$ cat config.mk
export PLATFORM = sky130hd
export DESIGN_NAME = npd_detector
export DESIGN_NICKNAME = d
export VERILOG_FILES = /design/src/verilog/npd_pkg.sv /design/src/verilog/npd_detector.sv /design/src/verilog/npd_frame_timer.sv
export VERILOG_INCLUDE_DIRS = /design/src /design/src/verilog
export SDC_FILE = /design/constraint.sdc
export NUM_CORES = 1
export LEC_CHECK = 0
export ABC_AREA = 0
export BUFFER_PORTS_ARGS = -buffer_cell sky130_fd_sc_hd__buf_4
export CORE_MARGIN = 8
export CORE_UTILIZATION = 64
export DETAILED_ROUTE_END_ITERATION = 8
export GPL_ROUTABILITY_DRIVEN = 0
export PLACE_DENSITY = 0.84
export SLEW_MARGIN = 10
export SYNTH_ARGS = -nofsm -noshare
export SYNTH_HDL_FRONTEND = slang
export SYNTH_SLANG_ARGS = --single-unit
$ cat constraint.sdc
create_clock -name clk_sys -period 5.2 [get_ports clk_sys]
set_clock_uncertainty 0.1 [all_clocks]
set_input_delay 0.52 -clock clk_sys [delete_from_list [all_inputs] [get_ports clk_sys]]
set_output_delay 0.52 -clock clk_sys [all_outputs]
set_load 0.05 [all_outputs]
$ cat src/verilog/npd_cfg.svh
// Constants for the compressed-stream burst detector.
// Assumes inclusion by bare name from every design file that needs them.
`ifndef NPD_CFG_SVH
`define NPD_CFG_SVH

// =====================================================
// Sync patterns
`define NPD_SYNC_ZERO 16'h0000
`define NPD_SYNC_ONE 16'h7872
`define NPD_SYNC_ONE_ALT 16'hf872
`define NPD_SYNC_TWO 16'h4e1f
`define NPD_CD_SYNC_HI 16'h1fff
`define NPD_CD_SYNC_LO 16'he800

// =====================================================
// Frame counts
`define NPD_FRAME_TIMEOUT 13'h1000
`define NPD_HOLD_SEL0 13'h0200
`define NPD_HOLD_SEL1 13'h0400
`define NPD_HOLD_SEL2 13'h0800
`define NPD_HOLD_SEL3 13'h1000
`define NPD_HOLD_SEL_RST 2'h1

// =====================================================
// Register map
`define NPD_ADDR_CTRL 3'h0
`define NPD_ADDR_FLAGS 3'h1
`define NPD_ADDR_INFO 3'h2
`define NPD_ADDR_LENGTH 3'h3
`define NPD_ADDR_DECODE 3'h4
`define NPD_ADDR_IRQ_STAT 3'h5
`define NPD_ADDR_IRQ_CLR 3'h6
`define NPD_ADDR_IRQ_EN 3'h7

// =====================================================
// Burst info fields and type codes
`define NPD_TYPE_NULL 5'h00
`define NPD_TYPE_RSV_A 5'h02
`define NPD_TYPE_PAUSE 5'h03
`define NPD_TYPE_RSV_B 5'h0a
`define NPD_TYPE_RSV_HI 5'h10
`define NPD_PC_ERR_BIT 7

// Control field positions
`define NPD_CTRL_MASK_NPCM 2
`define NPD_CTRL_MASK_CD 3

// Interrupt event bits
`define NPD_EV_NPCM_FOUND 0
`define NPD_EV_NPCM_LOST 1
`define NPD_EV_CD_FOUND 2
`define NPD_EV_CD_LOST 3
`define NPD_EV_CAPTURE 4
`define NPD_EV_COUNT 5

`endif

$ cat src/verilog/npd_pkg.sv
// Types shared by the burst detector design files.
// Assumes npd_cfg.svh holds the numeric constants.
package npd_pkg;

  // =====================================================
  // Preamble capture states
  typedef enum logic [2:0] {
    ST_HUNT = 3'b001,
    ST_INFO = 3'b010,
    ST_LEN = 3'b100
  } npd_state_t;

  typedef logic [15:0] npd_word_t;

endpackage : npd_pkg

$ cat src/verilog/npd_detector.sv
// Compressed-stream burst detector with register port and event output.
// Assumes words, valid and frame tick come from receiver logic on clk_sys.
`timescale 1ns/1ps
`include "npd_cfg.svh"

module npd_detector (
  // Clock and reset
  input wire logic clk_sys,
  input wire logic reset,
  input wire logic powerDownInN,
  // Decoded receive stream
  input wire npd_pkg::npd_word_t wordData,
  input wire logic wordValid,
  input wire logic frameTick,
  // Register port
  input wire logic [2:0] regAddr,
  input wire logic [15:0] regWrData,
  input wire logic regWrite,
  input wire logic regRead,
  output logic [15:0] regRdData_r,
  // Status and events
  output logic nonPcmDetect_r,
  output logic cdStreamDetectFlag_r,
  output logic eventOut_r,
  output logic irq_r
);
  import npd_pkg::*;

  // =====================================================
  // Power-down pin synchroniser
  logic pdnMeta_r;
  logic pdnSync_r;
  logic blockRst;

  always_ff @(posedge clk_sys) begin
    if (reset) begin
      pdnMeta_r <= 1'b0;
      pdnSync_r <= 1'b0;
    end else begin
      pdnMeta_r <= powerDownInN;
      pdnSync_r <= pdnMeta_r;
    end
  end

  // Power-down clears the block the same as a system reset
  assign blockRst = reset | ~pdnSync_r;

  // =====================================================
  // Word history, newest in entry 0
  npd_word_t hist_r [0:4];

  always_ff @(posedge clk_sys) begin
    if (blockRst) begin
      hist_r[0] <= `NPD_SYNC_ZERO;
    end else if (wordValid) begin
      hist_r[0] <= wordData;
    end
  end

  genvar gi;
  generate
    for (gi = 1; gi < 5; gi++) begin : g_hist
      always_ff @(posedge clk_sys) begin
        if (blockRst) begin
          hist_r[gi] <= `NPD_SYNC_ZERO;
        end else if (wordValid) begin
          hist_r[gi] <= hist_r[gi - 1];
        end
      end
    end
  endgenerate

  // =====================================================
  // Sync matching
  // Reset fills history with zeros, so a first word pair alone could
  // fake a sync; the fill counter blocks that until five words arrived.
  logic [2:0] fill_r;
  logic histFull;
  logic syncOneOk;
  logic syncHit;
  logic cdHit;

  always_ff @(posedge clk_sys) begin
    if (blockRst) begin
      fill_r <= 3'h0;
    end else if (wordValid && fill_r != 3'h5) begin
      fill_r <= fill_r + 3'h1;
    end
  end

  assign histFull = (fill_r == 3'h5);
  assign syncOneOk = (hist_r[0] == `NPD_SYNC_ONE) ||
                     (hist_r[0] == `NPD_SYNC_ONE_ALT);
  assign syncHit = wordValid && histFull && syncOneOk &&
                   hist_r[1] == `NPD_SYNC_ZERO &&
                   hist_r[2] == `NPD_SYNC_ZERO &&
                   hist_r[3] == `NPD_SYNC_ZERO &&
                   hist_r[4] == `NPD_SYNC_ZERO &&
                   wordData == `NPD_SYNC_TWO;
  assign cdHit = wordValid && fill_r != 3'h0 &&
                 hist_r[0] == `NPD_CD_SYNC_HI &&
                 wordData == `NPD_CD_SYNC_LO;

  // =====================================================
  // Detect flags with frame timeouts
  logic [1:0] restartVec;
  logic [1:0] activeVec;

  assign restartVec = {cdHit, syncHit};

  generate
    for (gi = 0; gi < 2; gi++) begin : g_flag
      npd_frame_timer u_timer (
        .clk_sys(clk_sys),
        .reset(blockRst),
        .restart(restartVec[gi]),
        .frameTick(frameTick),
        .active_r(activeVec[gi])
      );
    end
  endgenerate

  // Registered copies keep the top outputs on flip-flops
  always_ff @(posedge clk_sys) begin
    if (blockRst) begin
      nonPcmDetect_r <= 1'b0;
      cdStreamDetectFlag_r <= 1'b0;
    end else begin
      nonPcmDetect_r <= activeVec[0];
      cdStreamDetectFlag_r <= activeVec[1];
    end
  end

  // =====================================================
  // Preamble capture
  npd_state_t state_r;
  npd_word_t burstInfo_r;
  npd_word_t burstLength_r;
  logic captureDone;

  always_ff @(posedge clk_sys) begin
    if (blockRst) begin
      state_r <= ST_HUNT;
    end else begin
      case (state_r)
        ST_HUNT: begin
          if (syncHit) begin
            state_r <= ST_INFO;
          end
        end
        ST_INFO: begin
          if (wordValid) begin
            state_r <= ST_LEN;
          end
        end
        ST_LEN: begin
          if (wordValid) begin
            state_r <= ST_HUNT;
          end
        end
        default: begin
          state_r <= ST_HUNT;
        end
      endcase
    end
  end

  always_ff @(posedge clk_sys) begin
    if (blockRst) begin
      burstInfo_r <= 16'h0000;
    end else if (state_r == ST_INFO && wordValid) begin
      burstInfo_r <= wordData;
    end
  end

  always_ff @(posedge clk_sys) begin
    if (blockRst) begin
      burstLength_r <= 16'h0000;
    end else if (state_r == ST_LEN && wordValid) begin
      burstLength_r <= wordData;
    end
  end

  assign captureDone = (state_r == ST_LEN) && wordValid;

  // =====================================================
  // Burst info decode
  logic [4:0] dataType;
  logic typeNull;
  logic typePause;
  logic typeReserved;
  logic typeCompressed;
  logic zeroFieldBad;
  logic [15:0] decodeWord;

  assign dataType = burstInfo_r[4:0];
  assign typeNull = (dataType == `NPD_TYPE_NULL);
  assign typePause = (dataType == `NPD_TYPE_PAUSE);
  assign typeReserved = (dataType == `NPD_TYPE_RSV_A) ||
                        (dataType == `NPD_TYPE_RSV_B) ||
                        (dataType >= `NPD_TYPE_RSV_HI);
  assign typeCompressed = ~(typeNull | typePause | typeReserved);
  // Source breach is flagged only; capture still takes the word
  assign zeroFieldBad = (|burstInfo_r[6:5]) | (|burstInfo_r[15:13]);
  assign decodeWord = {5'h00, typeCompressed, zeroFieldBad,
                       burstInfo_r[`NPD_PC_ERR_BIT],
                       typeReserved, typePause, typeNull, dataType};

  // =====================================================
  // Control register
  logic [1:0] holdSel_r;
  logic maskNpcm_r;
  logic maskCd_r;
  logic ctrlWrite;

  assign ctrlWrite = regWrite && regAddr == `NPD_ADDR_CTRL;

  always_ff @(posedge clk_sys) begin
    if (blockRst) begin
      holdSel_r <= `NPD_HOLD_SEL_RST;
      maskNpcm_r <= 1'b0;
      maskCd_r <= 1'b0;
    end else if (ctrlWrite) begin
      holdSel_r <= regWrData[1:0];
      maskNpcm_r <= regWrData[`NPD_CTRL_MASK_NPCM];
      maskCd_r <= regWrData[`NPD_CTRL_MASK_CD];
    end
  end

  // =====================================================
  // Event output with hold time in frames
  logic eventSrc;
  logic [12:0] holdLen;
  logic [12:0] holdCnt_r;

  assign eventSrc = (nonPcmDetect_r & ~maskNpcm_r) |
                    (cdStreamDetectFlag_r & ~maskCd_r);

  always_comb begin
    case (holdSel_r)
      2'h0: holdLen = `NPD_HOLD_SEL0;
      2'h1: holdLen = `NPD_HOLD_SEL1;
      2'h2: holdLen = `NPD_HOLD_SEL2;
      default: holdLen = `NPD_HOLD_SEL3;
    endcase
  end

  // Hold reloads while any unmasked detect flag stands, counts down in frames after
  always_ff @(posedge clk_sys) begin
    if (blockRst) begin
      holdCnt_r <= 13'h0000;
    end else if (eventSrc) begin
      holdCnt_r <= holdLen;
    end else if (frameTick && holdCnt_r != 13'h0000) begin
      holdCnt_r <= holdCnt_r - 13'h0001;
    end
  end

  always_ff @(posedge clk_sys) begin
    if (blockRst) begin
      eventOut_r <= 1'b0;
    end else begin
      eventOut_r <= eventSrc || holdCnt_r != 13'h0000;
    end
  end

  // =====================================================
  // Interrupt status, clear and enable
  logic [`NPD_EV_COUNT-1:0] evPulse;
  logic [`NPD_EV_COUNT-1:0] irqStat_r;
  logic [`NPD_EV_COUNT-1:0] irqEn_r;
  logic [`NPD_EV_COUNT-1:0] irqClr;
  logic prevNpcm_r;
  logic prevCd_r;

  always_ff @(posedge clk_sys) begin
    if (blockRst) begin
      prevNpcm_r <= 1'b0;
      prevCd_r <= 1'b0;
    end else begin
      prevNpcm_r <= nonPcmDetect_r;
      prevCd_r <= cdStreamDetectFlag_r;
    end
  end

  always_comb begin
    evPulse = '0;
    evPulse[`NPD_EV_NPCM_FOUND] = nonPcmDetect_r & ~prevNpcm_r;
    evPulse[`NPD_EV_NPCM_LOST] = ~nonPcmDetect_r & prevNpcm_r;
    evPulse[`NPD_EV_CD_FOUND] = cdStreamDetectFlag_r & ~prevCd_r;
    evPulse[`NPD_EV_CD_LOST] = ~cdStreamDetectFlag_r & prevCd_r;
    evPulse[`NPD_EV_CAPTURE] = captureDone;
  end

  assign irqClr = (regWrite && regAddr == `NPD_ADDR_IRQ_CLR) ?
                  regWrData[`NPD_EV_COUNT-1:0] : '0;

  // A new event in the clearing cycle survives the clear
  always_ff @(posedge clk_sys) begin
    if (blockRst) begin
      irqStat_r <= '0;
    end else begin
      irqStat_r <= (irqStat_r & ~irqClr) | evPulse;
    end
  end

  always_ff @(posedge clk_sys) begin
    if (blockRst) begin
      irqEn_r <= '0;
    end else if (regWrite && regAddr == `NPD_ADDR_IRQ_EN) begin
      irqEn_r <= regWrData[`NPD_EV_COUNT-1:0];
    end
  end

  always_ff @(posedge clk_sys) begin
    if (blockRst) begin
      irq_r <= 1'b0;
    end else begin
      irq_r <= |(((irqStat_r & ~irqClr) | evPulse) & irqEn_r);
    end
  end

  // =====================================================
  // Read port, data in the cycle after the strobe
  always_ff @(posedge clk_sys) begin
    if (blockRst) begin
      regRdData_r <= 16'h0000;
    end else if (regRead) begin
      case (regAddr)
        `NPD_ADDR_CTRL: regRdData_r <= {12'h000, maskCd_r, maskNpcm_r,
                                        holdSel_r};
        `NPD_ADDR_FLAGS: regRdData_r <= {13'h0000, eventOut_r,
                                         cdStreamDetectFlag_r,
                                         nonPcmDetect_r};
        `NPD_ADDR_INFO: regRdData_r <= burstInfo_r;
        `NPD_ADDR_LENGTH: regRdData_r <= burstLength_r;
        `NPD_ADDR_DECODE: regRdData_r <= decodeWord;
        `NPD_ADDR_IRQ_STAT: regRdData_r <= {11'h000, irqStat_r};
        `NPD_ADDR_IRQ_EN: regRdData_r <= {11'h000, irqEn_r};
        default: regRdData_r <= 16'h0000;
      endcase
    end else begin
      regRdData_r <= 16'h0000;
    end
  end
endmodule : npd_detector

$ cat src/verilog/npd_frame_timer.sv
// Retriggerable frame timeout for one detect flag.
// Assumes frameTick is a one-cycle pulse per received frame.
`timescale 1ns/1ps
`include "npd_cfg.svh"

module npd_frame_timer (
  // Clock and reset
  input wire logic clk_sys,
  input wire logic reset,
  // Control
  input wire logic restart,
  input wire logic frameTick,
  // Flag
  output logic active_r
);
  import npd_pkg::*;

  logic [12:0] count_r;

  // =====================================================
  // Frame count since last sync; restart wins over expiry
  always_ff @(posedge clk_sys) begin
    if (reset) begin
      count_r <= 13'h0000;
    end else if (restart) begin
      count_r <= 13'h0000;
    end else if (active_r && frameTick) begin
      count_r <= count_r + 13'h0001;
    end
  end

  always_ff @(posedge clk_sys) begin
    if (reset) begin
      active_r <= 1'b0;
    end else if (restart) begin
      active_r <= 1'b1;
    end else if (frameTick && count_r == `NPD_FRAME_TIMEOUT - 13'h0001) begin
      active_r <= 1'b0;
    end
  end
endmodule : npd_frame_timer

==> flow_summary.yaml, run 1 <==
route:
  drtIter0Drc: 703
  wl_per_cell_um: 18.3
  drtAntennaViolNets: 0
  viasPerCell: 6.03
  drt_wl_total_um: 18500
  drt-pass1-iter-count: 5
  drc_errors: 0
  num_vias: 6119
setup_path:
  slowest_stage: "or4b_2"
  critical_path.cell_chain: "inv_1 > ha_1 > nand2_1 > or4b_2 > nor4_2 > nand4_1 > a211oi_2"
  cp-endpoint: "state_r[1]"
  cp-startpoint: "fill_r[1]"
  cp_max_fo: 4
  r2r_slack_ns: 2.90
  r2r_cells: 7
  worstPathArrival_ns: 2.55
  worstSetupPathType: "reg2reg"
  start_kind: "register"
  r2r-end: "state_r[1]"
  r2r-start: "fill_r[1]"
  setup.worst_path.end_class: "register"
  worst-endpoint-required_ns: 5.45
  slowest_delay_ns: 0.64
yosys:
  synth_flop_cell: "dfxtp_1"
  synthArstFlopShare: 0
  postSynthCellCount: 806
  ys_ff_latch: 197
  synth_area_mm2: 0.00829
  seq_area_frac_synth: 0.573
  synth-edff-count: 80
  synth_area_per_cell_um2: 10.3
  yosysWarnings: 0
  ys_types: 61
  synth_nets: 854
cts:
  root_buffer: "clkbuf_16"
  cts_hold_buf: 0
  cts.sinks: 197
  htreeDepth: 4
  clock_path_buffers: 2
  post_cts_buffers: 0
  clkLatencyLatePin_ns: 0.43
  cts_tree: "built"
  clk_pin_slew_ns: 0.07
  cts_made_buffers: 17
  ctsResizeCount: 0
final_layout:
  final_area_mm2: 0.00932
  nNetsFinal: 878
  ff_latch_area_mm2: 0.00474
  area_delta_synth_final_pct: 12.4
  drive_above_1_share: 0.133
  multiInputGateArea_mm2: 0.00331
  instances_no_fill: 1015
  fill_cells: 866
  num_antenna_cells: 0
power_and_ir_drop:
  power.internal_mw: 2.38
  p_switching_uw: 635
  leakage_nw: 3.73
  p_seq_frac: 0.537
  clkPwrFrac: 0.430
  switching_share: 0.211
  power_density_mw_per_mm2: 323
  ir_drop_uv: 275
  combPwrFrac: 0.033
placement:
  dp.cells: 983
  place_hpwl_um: 12300
  dp_slack_ns: 2.60
  io_buffers: 50
  place_area_mm2: 0.00873
global_routing:
  antenna_found_initial: 1
  overflow: 0
  grt_pass1_wl_um: 29700
  gr-usage-all-layers: 0.226
  grt_max_degree: 92
  grt_pass1_vias: 6057
timing:
  min_period_ns: 2.30
  finalSetupTns_ns: 0
  finalHoldViolCount: 0
  tightest_slew_ns: 0.995
  setup_ws_ns: 2.90
  slew_viol_final: 0
  setup-violations-final: 0
  clock.fmax_mhz: 434
  rsz0062_at_grt: "false"
  slew_headroom: 0.337
  whs_ns: 0.187
  finalCritPeriodShare: 0.443
job:
  max-cap-violations: 0
outcome:
  status: "finished clean"
die:
  num_io_pins: 62
  initial_core_util: 0.657
  die_height_um: 130
  die_x_um: 130
  die-area_mm2: 0.0168
  rows: 41
  core-area_mm2: 0.0126
worst_hold_path:
  hold_class: "in2reg"
==> layout by cell type, fill, tap and decap left out, types with 6 or more instances in the layout <==
cell type  count
a21oi_1       57
and3_1        84
buf_4         54
clkbuf_16     17
dfxtp_1      117
edfxtp_1      80
ha_1           6
inv_1         15
mux2_2        10
mux2i_1       16
nand2_1       97
nand3_1       21
nand4_1       20
nor2_1        80
nor2b_1       11
nor3_1        10
nor4_1        19
o21ai_0        6
xnor2_1        7
xor2_1        27
==> routing by layer <==
layer,track usage,up-vias,share of wire,routed length (um)
met1,0.271,2934,0.41,7680
met4,0.0902,2,0.022,401
met2,0.383,210,0.50,9350
met5,0,-,0.00086,16
met3,0.0555,47,0.059,1090
li1,-,2926,-,-
==> sequential cells by signal, summed over array words and instances (netlist names), 2 cells and up <==
register	flops
holdSel_r	2
burstInfo_r	16
g_flag.u_timer.count_r	26
irqEn_r	5
holdCnt_r	13
burstLength_r	16
state_r	3
fill_r	3
g_flag.u_timer.active_r	2
irqStat_r	5
regRdData_r	16
hist_r	80
==> logic make-up after synthesis <==
kind of cell / synth area share
AND/OR/NAND/NOR: 0.252
flip-flops: 0.573
AO/OA/AOI/OAI: 0.0624
buffers and inverters: 0.0308
XOR/XNOR: 0.0359
multiplexers: 0.0356
adder cells (fa/ha/maj): 0.0103
==> power by group through the flow <==
stage                     sequential [mW]  combinational [mW]  clock [mW]
after global placement               1.65              0.0948           0
after detailed placement             1.65              0.0967           0
final                                1.62              0.0991        1.30
after floorplan                      1.65              0.0551           0
after CTS                            1.62              0.0976        1.31
after global routing                 1.62               0.106        1.37
==> worst min path at each step <==
stage               from  slack (ns)  cells after the start         to
2_1_floorplan  pdnMeta_r        0.31                      1  pdnSync_r
3_3_place_gp   pdnMeta_r        0.33                      1  pdnSync_r
3_5_place_dp   pdnMeta_r        0.35                      1  pdnSync_r
4_1_cts            reset        0.18                      2  pdnMeta_r
5_1_grt            reset        0.18                      2  pdnMeta_r
6_report           reset        0.19                      2  pdnMeta_r
==> through the flow <==
| step | power, mW | util |
|---|---|---|
| floorplan | 1.70 | - |
| global placement | 1.75 | 0.692 |
| detailed placement | 1.75 | 0.692 |
| CTS | 3.02 | 0.738 |
| global route | 3.09 | 0.738 |
| finish | 3.01 | 0.738 |
==> synth_stat cells, types with 6 or more instances <==
cell / count / area share
nand4_1: 20 / 0.015
ha_1: 6 / 0.0091
nand3_1: 21 / 0.013
dfxtp_1: 117 / 0.28
xor2_1: 27 / 0.029
a21oi_1: 57 / 0.034
nand2_1: 97 / 0.044
mux2i_1: 16 / 0.019
inv_1: 15 / 0.0068
nor4_1: 19 / 0.014
edfxtp_1: 80 / 0.29
nor2b_1: 12 / 0.0091
o21ai_0: 6 / 0.0036
xnor2_1: 7 / 0.0074
buf_1: 6 / 0.0027
nor2_1: 80 / 0.036
clkbuf_1: 41 / 0.019
nor3_1: 10 / 0.0060
mux2_2: 10 / 0.014
and3_1: 84 / 0.063
==> worst max-delay path, delay by kind of cell (launching register included) <==
family	cells	cell delay [ns]
DFF	1	0.33
buffers and inverters	1	0.08
and+or+nand+nor	4	1.30
AOI/OAI and AO/OA	1	0.26
adders and majority gates	1	0.15
==> cell type report <==
class / count / area share
multi-input combinational: 545 / 0.355
timing repair buffer: 54 / 0.0435
clock buffer: 20 / 0.0490
inverter: 15 / 0.00604
sequential: 197 / 0.509
tap: 172 / 0.0231
clock inverter: 12 / 0.0137
Note: power is estimated with default switching activity, not from simulation.
==> inputs of run 2 (changes only) <==
Settings changed: CORE_UTILIZATION 64 to 54, PLACE_DENSITY 0.84 to 0.76.
Clock period 5.2 ns to 2.05 ns, I/O delays scaled along.
==> run 2 against run 1 <==
Effect of this change: total power grew to 2.5 times the previous value; first-iteration DRC count is 15% lower; count of clock-buffer cells in the layout is 2 lower; maximum frequency is 13% higher; clock power is 150% higher; setup slack worse by 2.9 ns; combinational power grew to 3.2 times the previous value; critical endpoint is now state_r[0].
==> flow_summary.yaml, run 2 (same netlist as run 1, synthesis figures left out) <==
die:
  die_x_um: 140
  core-area_mm2: 0.0151
  die_height_um: 140
  num_io_pins: 62
  initial_core_util: 0.549
  rows: 45
  die-area_mm2: 0.0196
cts:
  clk_pin_slew_ns: 0.07
  post_cts_buffers: 0
  cts.sinks: 197
  root_buffer: "clkbuf_16"
  cts_tree: "built"
  htreeDepth: 4
  clkLatencyLatePin_ns: 0.44
  clock_path_buffers: 2
  cts_made_buffers: 17
job:
  max-cap-violations: 0
final_layout:
  fin_util: 0.652
  fill_cells: 1137
  drive_above_1_share: 0.164
  final_area_mm2: 0.00984
  layout_commonest_cell: "dfxtp_1"
  final_cell_mix: "dfxtp_1, nand2_1, and3_1, nor2_1, edfxtp_1"
  largestRegisters: "hist_r: 80 flops, g_flag.u_timer.count_r: 26 flops"
  nNetsFinal: 920
  largest-register: "hist_r"
  num_antenna_cells: 0
  area_delta_synth_final_pct: 18.8
  instances_no_fill: 1073
  largest_reg_flops: 80
route:
  wl_per_cell_um: 17.7
  drtIter0Drc: 595
  num_vias: 6339
  drt-pass1-iter-count: 5
  viasPerCell: 5.91
  drc_errors: 0
  drtAntennaViolNets: 0
  drt_wl_total_um: 19000
timing:
  finalHoldViolCount: 0
  finalCritPeriodShare: 0.995
  setup-violations-final: 0
  finalSetupTns_ns: 0
  min_period_ns: 2.04
  whs_ns: 0.0266
  slew_headroom: 0.558
  rsz0062_at_grt: "true"
  setup_ws_ns: 0.0102
  clock.fmax_mhz: 490
  slew_viol_final: 0
  tightest_slew_ns: 0.661
global_routing:
  grt_max_degree: 70
  gr-usage-all-layers: 0.196
  grt_pass1_wl_um: 31000
  antenna_found_initial: 0
  overflow: 0
  grt_pass1_vias: 6221
power_and_ir_drop:
  power_mw: 7.61
  power_density_mw_per_mm2: 774
  ir_drop_uv: 635
  leakage_nw: 3.97
setup_path:
  worstSetupPathType: "reg2reg"
  start_kind: "register"
  worstPathArrival_ns: 2.25
  critical_path.cell_chain: "nor4_2 > nand4_1 > nor4_4 > buf_4 > and4_2 > o31ai_1"
  slowest_delay_ns: 0.43
  setup.worst_path.end_class: "register"
  cp_max_fo: 5
  worst-endpoint-required_ns: 2.26
  slowest_stage: "edfxtp_1"
placement:
  place_hpwl_um: 12600
  dp.cells: 1019
  io_buffers: 50
  place_area_mm2: 0.00895
  dp_slack_ns: -0.136
worst_hold_path:
  hold_class: "in2reg"
outcome:
  status: "finished clean"
[run 2: cell types whose count changed in the layout (fill, tap and decap cells not counted), moves of 2 or more]
cell           before  now
buf_12              0    4
buf_4              54   70
bufinv_16           2    0
clkbuf_8            2    0
clkinv_4            1    3
clkinvlp_4          3    0
dlygate4sd3_1       0   20
inv_6               2    4
inv_8               0    4
nor4_1             19   15
nor4_2              1    4
nor4bb_1            2    0
nor4bb_4            0    2
[run 2: worst paths after layout]
check	from	endpoint	slack, ns	cells after the start
setup reg to reg	hist_r[3][2]	state_r[0]	0.01	6
setup / recovery	hist_r[3][2]	state_r[0]	0.01	6
hold reg to reg	pdnMeta_r	pdnSync_r	0.35	1
hold / removal	wordData[1]	hist_r[0][1]	0.03	2
[run 2: repair_timing]
action / CTS / global route
endpoints found under the hold margin: 38 / 0
hold buffers: 20 / 0
pin swaps: 1 / 6
resized for setup: 6 / 12
gates cloned: 1 / 1
endpoints found under the setup margin: 28 / 28
[run 2: routing by layer]
| layer | track usage | routed length (um) | vias up | share of wire |
|---|---|---|---|---|
| met5 | 0 | 0 | - | 0 |
| met4 | 0.0760 | 436 | 0 | 0.023 |
| met3 | 0.0448 | 951 | 34 | 0.050 |
| met2 | 0.330 | 9560 | 184 | 0.50 |
| met1 | 0.239 | 8080 | 3098 | 0.42 |
| li1 | - | - | 3023 | - |
[run 2: layout make-up]
type / instances / area, um2 / area share
clock buffers: 18 / 429 / 0.0436
clock inverters: 14 / 134 / 0.0136
inverters: 15 / 56.3 / 0.00572
multi-input cells: 547 / 3430 / 0.349
flip-flops and latches: 197 / 4750 / 0.482
well taps: 188 / 235 / 0.0239
repair buffers: 94 / 806 / 0.0819
[run 2: critical path: cells and delay by family (launching register included)]
family	cells	cell delay [ns]
AND/OR/NAND/NOR	4	1.13
flip-flops	1	0.43
buffers and inverters	1	0.20
AO/OA/AOI/OAI	1	0.07
[run 2: where the power goes]
group          switching (mW)  internal [mW]  leakage [nW]  total (mW)
sequential             0.0195           4.08          1.91        4.10
combinational           0.180          0.135          1.78       0.314
clock                    1.58           1.62         0.281        3.20
total                    1.78           5.83          3.97        7.61
==> inputs of run 3 (changes only) <==
Settings changed: CORE_ASPECT_RATIO from default to 1.2.
==> run 3 against run 2 <==
Effect of this change: total power is 1.7% higher; critical endpoint unchanged; via count is 1.9% lower; clock power is 4% higher; cell count is 1.7% higher; non-clock buffer count is 3 higher; hold slack worse by 0.0066 ns; global-route usage is 0.34 points higher; setup slack better by 0.040 ns; utilization is 0.82 points higher; first-iteration DRC count is 24% lower.
==> flow_summary.yaml, run 3 (same netlist as run 1, synthesis figures left out) <==
timing:
  setup-violations-final: 0
  clock.fmax_mhz: 500
  rsz0062_at_grt: "true"
  finalHoldViolCount: 0
  slew_headroom: 0.586
  slew_viol_final: 0
  tightest_slew_ns: 0.621
  finalCritPeriodShare: 0.976
  min_period_ns: 2.00
route:
  drt-met1-wl_um: 7600
  viasPerCell: 5.70
  drtIter0Drc: 453
  wl_per_cell_um: 17.3
  drc_errors: 0
  wl_met2_um: 9970
  drtAntennaViolNets: 0
  drt_wl_total_um: 18900
  num_vias: 6221
  highest_layer: "met4"
  met3_length_um: 958
  drt-pass1-iter-count: 5
die:
  num_io_pins: 62
  die_x_um: 129
  die-area_mm2: 0.0196
  core-area_mm2: 0.0150
  initial_core_util: 0.552
  rows: 49
  die_height_um: 152
setup_path:
  start_kind: "register"
  r2r-end: "state_r[0]"
  worst-endpoint-required_ns: 2.26
  r2r-start: "fill_r[1]"
  setup.worst_path.end_class: "register"
  r2r_cells: 8
  cp_max_fo: 5
  worstPathArrival_ns: 2.21
  worstSetupPathType: "reg2reg"
  r2r_slack_ns: 0.05
cts:
  clkLatencyLatePin_ns: 0.43
  clock_path_buffers: 2
  clk_pin_slew_ns: 0.07
  cts_made_buffers: 17
  cts_tree: "built"
  root_buffer: "clkbuf_16"
  cts.sinks: 197
  htreeDepth: 4
power_and_ir_drop:
  power_mw: 7.74
  ir_drop_uv: 612
  power_density_mw_per_mm2: 780
  leakage_nw: 4.01
final_layout:
  area_delta_synth_final_pct: 19.7
  nNetsFinal: 922
  drive_above_1_share: 0.163
  fin_util: 0.660
  num_antenna_cells: 0
  final_cell_mix: "dfxtp_1, nand2_1, and3_1, nor2_1, edfxtp_1"
  layout_commonest_cell: "dfxtp_1"
  largest-register: "hist_r"
  largest_reg_flops: 80
  largestRegisters: "hist_r: 80 flops, g_flag.u_timer.count_r: 26 flops"
global_routing:
  grt_pass1_vias: 6348
  overflow: 0
  gr-usage-all-layers: 0.199
  grt_max_degree: 74
  antenna_found_initial: 0
  grt_pass1_wl_um: 30900
worst_hold_path:
  whs_endpoint: "hist_r[0][0]"
  hold_class: "in2reg"
  whs_path_depth: 2
  worstHoldStart: "wordData[0]"
job:
  max-cap-violations: 0
placement:
  place_hpwl_um: 12900
  io_buffers: 50
outcome:
  status: "finished clean"
==> run 3: cell count changes in the layout (fill, tap and decap cells not counted), moves of 2 or more <==
cell | before | now
dlygate4sd3_1 | 20 | 23
nor4_2 | 4 | 1
inv_8 | 4 | 2
nor4bb_4 | 2 | 0
nor4_4 | 1 | 3
nor4bb_1 | 0 | 2
==> run 3: how the worst max path moves through the flow <==
stage | end | slack [ns] | from
2_1_floorplan | g_flag[0].u_timer.count_r[5] | 0.002 | fill_r[1]
3_3_place_gp | g_flag[1].u_timer.count_r[10] | -0.12 | wordData[6]
3_5_place_dp | g_flag[1].u_timer.count_r[5] | -0.15 | hist_r[0][13]
4_1_cts | g_flag[1].u_timer.active_r | 0.02 | hist_r[0][13]
5_1_grt | g_flag[0].u_timer.count_r[5] | -0.009 | fill_r[1]
6_report | state_r[0] | 0.05 | fill_r[1]
==> run 3: cell type report <==
class	instances	area, um2
fill	1118	5100
sequential	197	4750
multi-input combinational	546	3410
timing repair buffer	97	848
clock buffer	19	464
tap	204	255
clock inverter	13	134
inverter	15	56.3
==> run 3: where the power goes <==
group	switching (mW)	total (mW)	internal (mW)	leakage [nW]
Clock	1.50	3.33	1.82	0.299
Combinational	0.176	0.313	0.137	1.79
Sequential	0.0192	4.10	4.08	1.92
Total	1.70	7.74	6.04	4.01
==> run 3: worst max-delay path, stage by stage, from the launching register on <==
cell,delay (ns)
dfxtp_2,0.33
inv_2,0.07
ha_4,0.13
nand2_2,0.06
or4b_4,0.48
nor4_2,0.25
buf_4,0.20
and4_4,0.21
o31ai_1,0.06
==> run 3: metrics by stage <==
step                area (um2)  instances  hold WS (ns)  setup TNS (ns)  setup WS, ns
global placement          8970       1033         0.311           -2.49        -0.117
finish                    9920       1091        0.0200               0        0.0497
global route              9920       1091        0.0145         -0.0166      -0.00934
floorplan                 8290        806         0.177               0       0.00220
detailed placement        8970       1033         0.315           -3.17        -0.154
CTS                       9880       1091       0.00144               0        0.0219
==> run 3: layer usage <==
layer  global-route usage  vias up
met3               0.0410       29
li1                     -     3033
met1                0.225     2997
met4               0.0724        0
met5                    0        -
met2                0.364      162
==> run 3: what timing repair did <==
action,CTS,global route
endpoints found under the setup margin,31,18
hold buffers,23,0
pin swaps,5,0
gates resized for setup,14,5
endpoints found under the hold margin,40,0
buffers inserted,2,0
cloned,1,0
